## src/rtl/ubt_pkg.sv

```systemverilog
// Constants and carrier types shared by the baud and timing register block.
// Assumes a 25 MHz ref_clk_i and a plain address/strobe register port.
package ubt_pkg;
  // ----------------------------------------
  // Register byte addresses
  // ----------------------------------------
  localparam logic [7:0] ADDR_TX_HOLDING = 8'h00;
  localparam logic [7:0] ADDR_BAUD_DIV = 8'h04;
  localparam logic [7:0] ADDR_RX_TIMEOUT = 8'h08;
  localparam logic [7:0] ADDR_GUARD = 8'h0c;
  localparam logic [7:0] ADDR_RATIO = 8'h10;
  localparam logic [7:0] ADDR_ERR_CNT = 8'h14;
  localparam logic [7:0] ADDR_IR_FILT = 8'h18;
  localparam logic [7:0] ADDR_MODE = 8'h1c;
  localparam logic [7:0] ADDR_IRQ_STAT = 8'h20;
  localparam logic [7:0] ADDR_IRQ_MASK = 8'h24;

  // ----------------------------------------
  // Field layout
  // ----------------------------------------
  localparam int TXC_MSB = 8;
  localparam int TXSYNC_BIT = 15;
  localparam int DIV_MSB = 15;
  localparam int FRAC_LSB = 16;
  localparam int FRAC_MSB = 18;
  localparam int TO_MSB = 15;
  localparam int GUARD_MSB = 7;
  localparam int RATIO_MSB = 10;
  localparam int ERR_MSB = 7;
  localparam int IRF_MSB = 7;
  localparam int MODE_MSB = 2;
  localparam int MODE_START_TO_BIT = 3;
  localparam int IRQ_MSB = 2;
  localparam int IRQ_TIMEOUT = 0;
  localparam int IRQ_CARD_ERR = 1;
  localparam int IRQ_TX_FREE = 2;
  localparam int MODE_SYNC = 0;
  localparam int MODE_OVER8 = 1;
  localparam int MODE_CARD = 2;

  // ----------------------------------------
  // Reset values, error count limit and divider scaling
  // ----------------------------------------
  localparam logic [10:0] RATIO_RST = 11'h174;
  localparam logic [7:0] ERR_MAX = 8'hff;
  localparam int SHIFT_X16 = 4;
  localparam int SHIFT_X8 = 3;
  localparam int FRAC_X16 = 1;
  localparam int FRAC_X8 = 0;

  // ----------------------------------------
  // Carriers and states
  // ----------------------------------------
  typedef struct packed {
    logic [7:0] addr;
    logic [31:0] wdata;
    logic wr;
    logic rd;
  } ubt_bus_type;

  typedef struct packed {
    logic [15:0] clock_divisor;
    logic [2:0] fraction_part;
    logic sync;
    logic over8;
    logic card;
    logic [10:0] ratio;
  } ubt_baud_cfg_type;

  typedef enum logic [1:0] {
    TXS_IDLE = 2'b01,
    TXS_GUARD = 2'b10
  } ubt_tx_state_type;
endpackage : ubt_pkg

```

## src/rtl/ubt_baud_gen.sv

```systemverilog
// Baud generator: one-cycle bit-period tick from the divider settings.
// Assumes the selected clock is ref_clk_i itself.
`timescale 1ns/1ps
`default_nettype none
module ubt_baud_gen (
  input wire logic ref_clk_i,
  input wire logic rst_i,
  input wire ubt_pkg::ubt_baud_cfg_type cfg_i,
  output logic tick_o
);
  import ubt_pkg::*;

  typedef struct packed {
    logic [31:0] cnt;
    logic tick;
  } ubt_bg_state_type;

  ubt_bg_state_type st_ff;
  ubt_bg_state_type nxt_st;
  logic [31:0] period;

  always_comb begin
    period = 32'h0;
    if (cfg_i.clock_divisor == 16'h0) begin
      period = 32'h0;
    end else if (cfg_i.card) begin
      period = {16'h0, cfg_i.clock_divisor} * {21'h0, cfg_i.ratio};
    end else if (cfg_i.sync) begin
      period = {16'h0, cfg_i.clock_divisor};
    end else if (cfg_i.over8) begin
      period = ({16'h0, cfg_i.clock_divisor} << SHIFT_X8) + ({29'h0, cfg_i.fraction_part} << FRAC_X8);
    end else begin
      period = ({16'h0, cfg_i.clock_divisor} << SHIFT_X16) + ({29'h0, cfg_i.fraction_part} << FRAC_X16);
    end
    nxt_st = st_ff;
    nxt_st.tick = 1'b0;
    if (period == 32'h0) begin
      nxt_st.cnt = 32'h0;
    end else if (st_ff.cnt >= period - 32'h1) begin
      // A shrunk divisor restarts the count instead of wrapping
      nxt_st.cnt = 32'h0;
      nxt_st.tick = 1'b1;
    end else begin
      nxt_st.cnt = st_ff.cnt + 32'h1;
    end
  end

  always_ff @(posedge ref_clk_i or posedge rst_i) begin
    if (rst_i) begin
      st_ff <= '0;
    end else begin
      st_ff <= nxt_st;
    end
  end

  assign tick_o = st_ff.tick;

  a_baud_stop: assert property (@(posedge ref_clk_i) disable iff (rst_i)
    (period == 32'h0) |=> !tick_o)
    else $error("baud tick with divider stopped");

  a_baud_gap: assert property (@(posedge ref_clk_i) disable iff (rst_i)
    (tick_o && period > 32'h1 && $stable(cfg_i)) |=> !tick_o)
    else $error("baud ticks back to back");
endmodule : ubt_baud_gen
`default_nettype wire

```

## src/rtl/ubt_ir_filter.sv

```systemverilog
// Infrared receive glitch filter: a level change passes once stable long enough.
// Assumes ir_i is synchronous to ref_clk_i.
`timescale 1ns/1ps
`default_nettype none
module ubt_ir_filter (
  input wire logic ref_clk_i,
  input wire logic rst_i,
  input wire logic [7:0] filt_i,
  input wire logic ir_i,
  output logic ir_o
);
  import ubt_pkg::*;

  typedef struct packed {
    logic [7:0] cnt;
    logic out;
  } ubt_irf_state_type;

  ubt_irf_state_type st_ff;
  ubt_irf_state_type nxt_st;

  always_comb begin
    nxt_st = st_ff;
    if (ir_i == st_ff.out) begin
      nxt_st.cnt = 8'h0;
    end else if (st_ff.cnt >= filt_i) begin
      nxt_st.out = ir_i;
      nxt_st.cnt = 8'h0;
    end else begin
      nxt_st.cnt = st_ff.cnt + 8'h1;
    end
  end

  // Idle infrared line is high
  always_ff @(posedge ref_clk_i or posedge rst_i) begin
    if (rst_i) begin
      st_ff <= '{cnt: 8'h0, out: 1'b1};
    end else begin
      st_ff <= nxt_st;
    end
  end

  assign ir_o = st_ff.out;

  a_filter_hold: assert property (@(posedge ref_clk_i) disable iff (rst_i)
    (ir_i == ir_o || st_ff.cnt < filt_i) |=> $stable(ir_o))
    else $error("ir output changed before filter time");
endmodule : ubt_ir_filter
`default_nettype wire

```

## src/rtl/ubt_regs.sv

```systemverilog
// Baud, timing and card registers of the serial transceiver with their timers.
// Assumes the shift logic pulses tx_take_i, tx_done_i, rx_char_i, card_error_i.
`timescale 1ns/1ps
`default_nettype none
module ubt_regs (
  input wire logic ref_clk_i,
  input wire logic rst_i,
  input wire ubt_pkg::ubt_bus_type bus_i,
  output logic [31:0] rd_data_o,
  input wire logic tx_take_i,
  input wire logic tx_done_i,
  input wire logic rx_char_i,
  input wire logic card_error_i,
  input wire logic ir_rx_i,
  output logic [8:0] tx_char_o,
  output logic tx_sync_type_o,
  output logic tx_holding_free_o,
  output logic tx_guard_o,
  output logic [2:0] mode_o,
  output logic bit_tick_o,
  output logic ir_rx_filt_o,
  output logic irq_o
);
  import ubt_pkg::*;

  typedef struct packed {
    logic [8:0] tx_char;
    logic tx_sync;
    logic hold_free;
    logic [15:0] clock_divisor;
    logic [2:0] fraction_part;
    logic [15:0] to;
    logic [7:0] guard_value;
    logic [10:0] ratio;
    logic [7:0] errors;
    logic [7:0] irf;
    logic [2:0] mode;
    logic [2:0] status;
    logic [2:0] mask;
    logic [15:0] to_cnt;
    logic to_armed;
    ubt_tx_state_type tx_state;
    logic guard;
    logic [7:0] guard_cnt;
    logic [31:0] rd_data;
    logic irq;
  } ubt_state_type;

  ubt_state_type st;
  ubt_state_type nxt_st;
  ubt_baud_cfg_type baud_cfg;
  logic bit_tick;
  logic start_to;
  logic to_event;
  logic err_read;
  logic [2:0] events;

  // ----------------------------------------
  // Baud generator and infrared filter
  // ----------------------------------------
  assign baud_cfg = '{clock_divisor: st.clock_divisor, fraction_part: st.fraction_part,
                      sync: st.mode[MODE_SYNC],
                      over8: st.mode[MODE_OVER8], card: st.mode[MODE_CARD],
                      ratio: st.ratio};

  ubt_baud_gen u_baud (
    .ref_clk_i(ref_clk_i),
    .rst_i(rst_i),
    .cfg_i(baud_cfg),
    .tick_o(bit_tick)
  );

  ubt_ir_filter u_irf (
    .ref_clk_i(ref_clk_i),
    .rst_i(rst_i),
    .filt_i(st.irf),
    .ir_i(ir_rx_i),
    .ir_o(ir_rx_filt_o)
  );

  // ----------------------------------------
  // Next state
  // ----------------------------------------
  always_comb begin
    nxt_st = st;
    nxt_st.rd_data = 32'h0;
    start_to = 1'b0;
    to_event = 1'b0;
    events = 3'h0;
    err_read = bus_i.rd && (bus_i.addr == ADDR_ERR_CNT);

    if (tx_take_i && !st.hold_free) begin
      nxt_st.hold_free = 1'b1;
      events[IRQ_TX_FREE] = 1'b1;
    end

    if (bus_i.wr) begin
      case (bus_i.addr)
        ADDR_TX_HOLDING: begin
          // new character waits for the shifter
          nxt_st.tx_char = bus_i.wdata[TXC_MSB:0];
          nxt_st.tx_sync = bus_i.wdata[TXSYNC_BIT];
          nxt_st.hold_free = 1'b0;
          events[IRQ_TX_FREE] = 1'b0;
        end
        ADDR_BAUD_DIV: begin
          nxt_st.clock_divisor = bus_i.wdata[DIV_MSB:0];
          nxt_st.fraction_part = bus_i.wdata[FRAC_MSB:FRAC_LSB];
        end
        ADDR_RX_TIMEOUT: begin
          nxt_st.to = bus_i.wdata[TO_MSB:0];
        end
        ADDR_GUARD: begin
          nxt_st.guard_value = bus_i.wdata[GUARD_MSB:0];
        end
        ADDR_RATIO: begin
          nxt_st.ratio = bus_i.wdata[RATIO_MSB:0];
        end
        ADDR_IR_FILT: begin
          nxt_st.irf = bus_i.wdata[IRF_MSB:0];
        end
        ADDR_MODE: begin
          nxt_st.mode = bus_i.wdata[MODE_MSB:0];
          start_to = bus_i.wdata[MODE_START_TO_BIT];
        end
        ADDR_IRQ_STAT: begin
          nxt_st.status = st.status & ~bus_i.wdata[IRQ_MSB:0];
        end
        ADDR_IRQ_MASK: begin
          nxt_st.mask = bus_i.wdata[IRQ_MSB:0];
        end
        default: begin
        end
      endcase
    end

    // Receiver idle timer, restarted by command or by each character
    if (start_to || rx_char_i) begin
      nxt_st.to_cnt = st.to;
      nxt_st.to_armed = (st.to != 16'h0);
    end else if (st.to_armed && bit_tick) begin
      if (st.to_cnt <= 16'h1) begin
        to_event = 1'b1;
        nxt_st.to_armed = 1'b0;
        nxt_st.to_cnt = 16'h0;
      end else begin
        nxt_st.to_cnt = st.to_cnt - 16'h1;
      end
    end
    events[IRQ_TIMEOUT] = to_event;

    // Transmit timeguard
    case (st.tx_state)
      TXS_IDLE: begin
        if (tx_done_i && st.guard_value != 8'h0) begin
          nxt_st.tx_state = TXS_GUARD;
          nxt_st.guard = 1'b1;
          nxt_st.guard_cnt = st.guard_value;
        end
      end
      TXS_GUARD: begin
        if (bit_tick) begin
          if (st.guard_cnt <= 8'h1) begin
            nxt_st.tx_state = TXS_IDLE;
            nxt_st.guard = 1'b0;
            nxt_st.guard_cnt = 8'h0;
          end else begin
            nxt_st.guard_cnt = st.guard_cnt - 8'h1;
          end
        end
      end
      default: begin
        nxt_st.tx_state = TXS_IDLE;
        nxt_st.guard = 1'b0;
      end
    endcase

    // count errors; an error beside the clearing read survives
    events[IRQ_CARD_ERR] = card_error_i;
    if (err_read) begin
      nxt_st.errors = 8'h0;
    end
    if (card_error_i) begin
      if (err_read) begin
        nxt_st.errors = 8'h1;
      end else if (st.errors != ERR_MAX) begin
        nxt_st.errors = st.errors + 8'h1;
      end
    end

    // Sticky status: a new event beats a clear in the same cycle
    nxt_st.status = nxt_st.status | events;
    nxt_st.irq = |(nxt_st.status & nxt_st.mask);

    if (bus_i.rd) begin
      case (bus_i.addr)
        ADDR_BAUD_DIV: begin
          nxt_st.rd_data[DIV_MSB:0] = st.clock_divisor;
          nxt_st.rd_data[FRAC_MSB:FRAC_LSB] = st.fraction_part;
        end
        ADDR_RX_TIMEOUT: begin
          nxt_st.rd_data[TO_MSB:0] = st.to;
        end
        ADDR_GUARD: begin
          nxt_st.rd_data[GUARD_MSB:0] = st.guard_value;
        end
        ADDR_RATIO: begin
          nxt_st.rd_data[RATIO_MSB:0] = st.ratio;
        end
        ADDR_ERR_CNT: begin
          nxt_st.rd_data[ERR_MSB:0] = st.errors;
        end
        ADDR_IR_FILT: begin
          nxt_st.rd_data[IRF_MSB:0] = st.irf;
        end
        ADDR_MODE: begin
          nxt_st.rd_data[MODE_MSB:0] = st.mode;
        end
        ADDR_IRQ_STAT: begin
          nxt_st.rd_data[IRQ_MSB:0] = st.status;
        end
        ADDR_IRQ_MASK: begin
          nxt_st.rd_data[IRQ_MSB:0] = st.mask;
        end
        default: begin
          // Holding register is write-only; unmapped reads give zero
          nxt_st.rd_data = 32'h0;
        end
      endcase
    end
  end

  // ----------------------------------------
  // State register
  // ----------------------------------------
  always_ff @(posedge ref_clk_i or posedge rst_i) begin
    if (rst_i) begin
      st <= '0;
      st.hold_free <= 1'b1;
      st.ratio <= RATIO_RST;
      st.tx_state <= TXS_IDLE;
    end else begin
      st <= nxt_st;
    end
  end

  assign rd_data_o = st.rd_data;
  assign tx_char_o = st.tx_char;
  assign tx_sync_type_o = st.tx_sync;
  assign tx_holding_free_o = st.hold_free;
  assign tx_guard_o = st.guard;
  assign mode_o = st.mode;
  assign bit_tick_o = bit_tick;
  assign irq_o = st.irq;

  // ----------------------------------------
  // Checks
  // ----------------------------------------
  a_hold_load: assert property (@(posedge ref_clk_i) disable iff (rst_i)
    (bus_i.wr && bus_i.addr == ADDR_TX_HOLDING) |=>
      (!tx_holding_free_o && tx_char_o == $past(bus_i.wdata[TXC_MSB:0])))
    else $error("holding register did not take character");

  a_sync_type: assert property (@(posedge ref_clk_i) disable iff (rst_i)
    (bus_i.wr && bus_i.addr == ADDR_TX_HOLDING) |=> tx_sync_type_o == $past(bus_i.wdata[TXSYNC_BIT]))
    else $error("sync type flag wrong");

  a_hold_free: assert property (@(posedge ref_clk_i) disable iff (rst_i)
    (tx_take_i && !tx_holding_free_o && !(bus_i.wr && bus_i.addr == ADDR_TX_HOLDING)) |=>
      (tx_holding_free_o && st.status[IRQ_TX_FREE]))
    else $error("holding register not freed by take");

  a_hold_keep: assert property (@(posedge ref_clk_i) disable iff (rst_i)
    (!tx_take_i && !(bus_i.wr && bus_i.addr == ADDR_TX_HOLDING)) |=>
      ($stable(tx_char_o) && $stable(tx_sync_type_o) && $stable(tx_holding_free_o)))
    else $error("holding register changed without access");

  a_to_disabled: assert property (@(posedge ref_clk_i) disable iff (rst_i)
    ((start_to || rx_char_i) && st.to == 16'h0) |=> !st.to_armed)
    else $error("timeout armed with zero value");

  a_to_restart: assert property (@(posedge ref_clk_i) disable iff (rst_i)
    ((start_to || rx_char_i) && st.to != 16'h0) |=> (st.to_armed && st.to_cnt == $past(st.to)))
    else $error("timeout not loaded on restart");

  a_to_hold: assert property (@(posedge ref_clk_i) disable iff (rst_i)
    (st.to_armed && !bit_tick && !start_to && !rx_char_i) |=> (st.to_armed && $stable(st.to_cnt)))
    else $error("timeout counted without bit tick");

  a_to_count: assert property (@(posedge ref_clk_i) disable iff (rst_i)
    (st.to_armed && bit_tick && st.to_cnt > 16'h1 && !start_to && !rx_char_i) |=>
      (st.to_armed && st.to_cnt == 16'($past(st.to_cnt) - 16'h1)))
    else $error("timeout count not stepped");

  a_to_fire: assert property (@(posedge ref_clk_i) disable iff (rst_i)
    (st.to_armed && bit_tick && st.to_cnt <= 16'h1 && !start_to && !rx_char_i) |=>
      (!st.to_armed && st.status[IRQ_TIMEOUT]))
    else $error("timeout did not fire");

  a_guard_off: assert property (@(posedge ref_clk_i) disable iff (rst_i)
    (tx_done_i && !tx_guard_o && st.guard_value == 8'h0) |=> !tx_guard_o)
    else $error("guard inserted with zero value");

  a_guard_on: assert property (@(posedge ref_clk_i) disable iff (rst_i)
    (tx_done_i && !tx_guard_o && st.guard_value != 8'h0) |=>
      (tx_guard_o && st.guard_cnt == $past(st.guard_value)))
    else $error("guard not started");

  a_guard_count: assert property (@(posedge ref_clk_i) disable iff (rst_i)
    (tx_guard_o && bit_tick && st.guard_cnt > 8'h1) |=>
      (tx_guard_o && st.guard_cnt == 8'($past(st.guard_cnt) - 8'h1)))
    else $error("guard count not stepped");

  a_guard_end: assert property (@(posedge ref_clk_i) disable iff (rst_i)
    (tx_guard_o && bit_tick && st.guard_cnt <= 8'h1) |=> !tx_guard_o)
    else $error("guard did not end");

  a_err_count: assert property (@(posedge ref_clk_i) disable iff (rst_i)
    (card_error_i && !err_read && st.errors != ERR_MAX) |=> st.errors == 8'($past(st.errors) + 8'h1))
    else $error("error not counted");

  a_err_clear: assert property (@(posedge ref_clk_i) disable iff (rst_i)
    (err_read && !card_error_i) |=> (st.errors == 8'h0 && rd_data_o[ERR_MSB:0] == $past(st.errors)))
    else $error("error count not cleared on read");

  a_err_read_hit: assert property (@(posedge ref_clk_i) disable iff (rst_i)
    (err_read && card_error_i) |=> st.errors == 8'h1)
    else $error("error beside clearing read lost");

  a_err_saturate: assert property (@(posedge ref_clk_i) disable iff (rst_i)
    (card_error_i && !err_read && st.errors == ERR_MAX) |=> st.errors == ERR_MAX)
    else $error("error count wrapped");
endmodule : ubt_regs
`default_nettype wire

```

## config.mk

```make
export PLATFORM = sky130hd
export DESIGN_NAME = ubt_regs
export DESIGN_NICKNAME = d
export VERILOG_FILES = /design/src/rtl/ubt_pkg.sv /design/src/rtl/ubt_baud_gen.sv /design/src/rtl/ubt_ir_filter.sv /design/src/rtl/ubt_regs.sv
export SDC_FILE = /design/constraint.sdc
export NUM_CORES = 1
export LEC_CHECK = 0
export BUFFER_PORTS_ARGS = -buffer_cell sky130_fd_sc_hd__buf_2
export CAP_MARGIN = 40
export CORE_MARGIN = 2
export CORE_UTILIZATION = 40
export DETAILED_ROUTE_END_ITERATION = 10
export PLACE_DENSITY = 0.54
export SYNTH_ARGS = -nofsm -noshare
export SYNTH_HDL_FRONTEND = slang
export SYNTH_SLANG_ARGS = --single-unit
```

## constraint.sdc

```tcl
create_clock -name ref_clk_i -period 8.48 [get_ports ref_clk_i]
set_input_delay 0.848 -clock ref_clk_i [delete_from_list [all_inputs] [get_ports ref_clk_i]]
set_output_delay 0.848 -clock ref_clk_i [all_outputs]
set_load 0.05 [all_outputs]
```

Yosys cells after proc, flatten, opt, wreduce, memory -nomap -nowiden
Index checks and enable logic that the tools add are counted. W data, S select, Z words.

Flip-flop bits (word level): 193. Output and inout bits: 50. Bits of input ports: 49.

Add/subtract/negate cells: 8. Reductions and logical operators: 26. Multipliers: 1. Eq/ne operators: 16. Mux-type cells: 48. Magnitude comparators: 4. Bitwise logic cells: 5.

Operators by type and width (number): $mux W32 (5); $mux W8 (8); $mux W55 (1); $mux W19 (2); $mux W17 (2); $mux W11 (3); $add A32 B1 Y32 const B (1); $eq A8 B5 Y1 const B (4); $ge A32 B32 Y1 (1); $logic_not A32 Y1 (1); $mux W16 (2); $sub A32 B1 Y32 const B (1); $pmux W5 S6 (1); $mul A16 B11 Y27 (1); $pmux W3 S9 (1); $add A20 B4 Y21 (1); $mux W21 (1); $add A19 B3 Y20 (1); $reduce_and A2 Y1 (9); $add A8 B1 Y8 const B (2); $eq A8 B4 Y1 const B (2); $eq A8 B6 Y1 const B (2); $le A16 B1 Y1 const B (1); $logic_not A16 Y1 (1); other kinds (31) (54).

Depth between registers and ports, before layout
Depth after elaboration: 9. Gate-level depth with buffers: 36.

Modules after synthesis
From an unflattened synthesis, not the netlist that was laid out.

Cells, all modules: 1864. Area, all modules: 17252.8 sq um.

Modules (own cells, without submodules): ubt_baud_gen (cells an instance 1184, times used 1, area an instance 9857.0 sq um); ubt_regs (cells an instance 615, times used 1, area an instance 6760.2 sq um); ubt_ir_filter (cells an instance 65, times used 1, area an instance 635.6 sq um).

Worst setup path before layout
OpenSTA, ideal clock, no wires.

Path kind: flip-flop to flip-flop. From: reg st, in the netlist baud_cfg[4]. To: reg u_baud.st_ff[10] (netlist name). Arrival: 8.042 ns. Cell stages (with the launch flop): 35. Setup slack: 0.352 ns. Clock period less this slack: 8.128 ns. Data required time: 8.394 ns. Setup time: 0.086 ns. Cells stage by stage: dfstp_2 clkbuf_1 clkbuf_1 nand2_1 fa_1 fa_1 inv_1 fa_1 fa_1 inv_1 fa_1 inv_1 ha_1 clkbuf_1 a21oi_1 o21ai_0 a2111oi_0 nor4_1 a211o_1 nor4_4 nor2b_1 buf_2 a41oi_1 nor2b_1 ha_1 a21o_1 a21o_1 a21o_1 a21o_1 a21oi_1 o21ai_0 a21oi_1 o21ai_1 clkbuf_1 nor3_1.

RTL lines: start, declared (line ubt_regs.sv:49) `ubt_state_type st;`; start signal, assigned (line ubt_regs.sv:243) `st <= nxt_st;`; end signal, assigned (line ubt_baud_gen.sv:52) `st_ff <= nxt_st;`; end, declared (line ubt_baud_gen.sv:18) `ubt_bg_state_type st_ff;`.

==> impl_metrics.csv <==
group,metric,value,unit
run_status,run_status,"finished clean",
sta,finalWorstPathRequiredPeriod,8055,ps
sta,worstMarginPinSlew,849.4,ps
global_routing,grt_pass1_wl,74390,um
worst_setup_path,max_stage_delay,690,ps
placement,gpl.final_weighted_congestion,0.8679,
layout,antenna-diode-count,0,
synthesis,syn-cell-area,16990,um2
clocking,path_clk_slew,70,ps
layout,area_delta_synth_final,9.535,%
worst_setup_path,cell_with_the_largest_stage_delay_on_the_worst_path,"sky130_fd_sc_hd__dfstp_4",
floorplan,io_pins,99,
global_routing,pin_count_of_the_biggest_net_entering_global_routing,77,
clocking,numClockSinks,179,
global_routing,grt_antenna_before_repair,0,
placement,dp.cells,2410,
detailed_routing,vias_per_cell,5.545,
global_routing,grt_pass1_vias,13684,
detailed_routing,drt_iter0_drc,805,
synthesis,synth_enable_flop_cells,0,
synthesis,synth_top_cell_by_area,"sky130_fd_sc_hd__dfrtp_1",
worst_setup_path,critPathBufInv,6,
sta,f_max,124.1,MHz
synthesis,ys_types,78,
sta,report.final.slew_viol_count,0,
floorplan,design.die.area,44150,um2
hold_path,holdCritStartpoint,"u_irf.st_ff[1]",
detailed_routing,drt-wirelength-per-cell,18.38,um
pwr,power_density,128.4,nW/um2
hold_path,worst_hold_path_cell_count,1,
global_routing,globalRoute.totalOverflow,0,
synthesis,syn_area_per_cell,9.078,um2
hold_path,worst_hold_path.endpoint,"u_irf.st_ff[1]",
clocking,clk_path_buf_depth,2,
detailed_routing,dr_total_vias,13602,
synthesis,synth_sequential_area_ratio,26.42,%
pwr,power.ir.vdd_worst,0.1468,mV
layout,finalNetCount,2189,
floorplan,rows,75,
clocking,htree_levels,4,
sta,finalSetupViolCount,0,
worst_setup_path,timing.critical_path.from_type,"flip-flop",
floorplan,dieWidth,210.1,um
synthesis,synth_ff_type,"sky130_fd_sc_hd__dfrtp_1",
worst_setup_path,worstSetupEndpointType,"flip-flop",
worst_setup_path,crit-reg2reg-launch,"baud_cfg[2]",
clocking,clock_insertion_delay_worst_skew,460,ps
worst_setup_path,ff_to_ff_setup_slack,430,ps
worst_setup_path,path_delay_family,"adder cells",
worst_setup_path,r2r_end,"u_baud.st_ff[19]",
synthesis,synth-seq-cells,179,
synthesis,synth_top_cells_by_count,"sky130_fd_sc_hd__inv_1, sky130_fd_sc_hd__nand2_1, sky130_fd_sc_hd__dfrtp_1",
synthesis,post_synth_inst_count,1872,
synthesis,yosys.area.top_type_share,25.18,%
layout,drive_above_1_share,16.46,%
worst_setup_path,required,8840,ps
detailed_routing,first_pass_iteration_count_of_the_detailed_router,5,
clocking,cts.hold.buffers_added,0,
worst_setup_path,path_max_fanout,32,
detailed_routing,detail_route.wirelength,45090,um
worst_setup_path,rr_worst_depth,31,
clocking,clock_tree.root_cell,"sky130_fd_sc_hd__clkbuf_16",
synthesis,ys_async_sr_fraction,100.0,%
clocking,cts-buffers-inserted,17,
hold_path,min-delay-path-class,"reg2reg",
layout,layoutNonFillerInstCount,2453,
global_routing,grt.total_usage,21.17,%
pwr,p_leak,8.943,nW
floorplan,core,41950,um2
placement,post-dp-hpwl,34830,um
worst_setup_path,data_arrival_at_the_endpoint_of_the_critical_path,8410,ps
floorplan,initial_utilization,40.51,%
sta,period_share,94.99,%
worst_setup_path,critical_path.most_common_cell,"sky130_fd_sc_hd__a21o_1",
sta,final-hold-violation-count,0,
synthesis,yosysWarnings,0,
sta,slew-limit-headroom,43.21,%
synthesis,synth_top_cells_by_area,"sky130_fd_sc_hd__dfrtp_1, sky130_fd_sc_hd__fa_1, sky130_fd_sc_hd__ha_1, sky130_fd_sc_hd__mux2_2, sky130_fd_sc_hd__inv_1",
placement,portBuffers,72,
sta,clock_skew,22.50,ps
detailed_routing,detail-route-antenna-nets,0,
sta,whs,490.5,ps
clocking,clock_tree_from_tritoncts,"yes",
floorplan,die-height,210.1,um
worst_setup_path,critical_path_class,"reg2reg",
detailed_routing,post-route-drc-count,0,
sta,fin_tns_setup,0,ps
job,drv_cap,0,
synthesis,synth.most_common_cell,"sky130_fd_sc_hd__inv_1",
==> power by group <==
part / internal [mW] / total, mW / switching, mW
combinational: 0.257 / 0.626 / 0.369
sequential: 0.904 / 0.985 / 0.0809
clock: 0.390 / 0.779 / 0.389
total: 1.55 / 2.39 / 0.839
==> cell type report <==
cell class / count / area, um2
fill: 4073 / 23330
sequential: 179 / 4507
tap: 539 / 674.4
clock inverter: 14 / 136.4
multi-input combinational: 1364 / 11190
timing repair buffer: 146 / 952.2
inverter: 193 / 729.5
clock buffer: 18 / 429.2
==> routing by layer <==
| metal | global-route usage (%) | vias up | part of all wire [%] |
|---|---|---|---|
| met5 | 0 | - | 0 |
| met4 | 5.038 | 0 | 1.4 |
| met3 | 3.069 | 36 | 4.1 |
| met2 | 33.60 | 260 | 47 |
| met1 | 30.49 | 6888 | 48 |
| li1 | - | 6418 | - |
==> cell usage in the layout (no fill, tap or decap), types with 28 or more instances in the layout <==
cell type,Yosys,layout
sky130_fd_sc_hd__a21o_1,31,31
sky130_fd_sc_hd__a21oi_1,76,69
sky130_fd_sc_hd__and2_1,94,94
sky130_fd_sc_hd__buf_2,4,72
sky130_fd_sc_hd__buf_4,44,70
sky130_fd_sc_hd__dfrtp_1,171,163
sky130_fd_sc_hd__fa_1,125,125
sky130_fd_sc_hd__ha_1,114,113
sky130_fd_sc_hd__inv_1,192,191
sky130_fd_sc_hd__mux2_2,84,84
sky130_fd_sc_hd__nand2_1,180,180
sky130_fd_sc_hd__nand3_1,42,42
sky130_fd_sc_hd__nand4_1,28,28
sky130_fd_sc_hd__nor2_1,91,91
sky130_fd_sc_hd__nor3_1,59,57
sky130_fd_sc_hd__o21ai_0,56,53
sky130_fd_sc_hd__xnor2_1,42,42
sky130_fd_sc_hd__xor2_1,33,33
==> kinds of logic after synthesis <==
kind of cell             count (synthesis)  share of synthesized area (%)
AO/OA/AOI/OAI                          307                          12.13
XOR/XNOR                                75                          3.865
adder cells (fa/ha/maj)                239                          23.12
buffers and inverters                  341                          8.666
flip-flops                             179                          26.42
multiplexers                           110                          7.098
other                                    1                        0.02207
AND/OR/NAND/NOR                        620                          18.68
==> how the worst max path moves through the flow <==
| stage | startpoint | endpoint | slack [ps] | cells after the start |
|---|---|---|---|---|
| final | baud_cfg[2] | u_baud.st_ff[19] | 430 | 31 |
| after global routing | baud_cfg[9] | u_baud.st_ff[19] | -70 | 32 |
| after CTS | baud_cfg[23] | u_baud.st_ff[19] | 10 | 30 |
| after detailed placement | baud_cfg[4] | u_baud.st_ff[14] | 30 | 30 |
| after global placement | baud_cfg[3] | u_baud.st_ff[4] | 230 | 31 |
| after floorplan | baud_cfg[4] | u_baud.st_ff[10] | 350 | 34 |
==> flip-flops by register name, indices dropped and copies added (netlist names), 3 cells and up <==
signal / cells
mode_o: 3
st: 73
u_irf.st_ff: 8
rd_data_o: 19
baud_cfg: 30
tx_char_o: 9
u_baud.st_ff: 32
==> through the flow <==
stage / area (um2) / util, % / power [mW] / worst slack (ps)
CTS: 18410 / 43.88 / 2.399 / 14.54
detailed placement: 17830 / 42.52 / 1.613 / 27.77
floorplan: 17040 / - / 1.442 / 352.2
finish: 18610 / 44.38 / 2.390 / 425.0
global placement: 17800 / 42.44 / 1.599 / 228.9
global route: 18610 / 44.38 / 2.536 / -65.09
==> repair_timing <==
| item | in CTS | in global routing |
|---|---|---|
| resized for setup | 3 | 35 |
| endpoints found under the hold margin | 0 | 0 |
| setup endpoints to repair | 32 | 33 |
| buffers inserted | 0 | 11 |
| pin swaps | 0 | 3 |
Power figures use the tool's default switching activity.
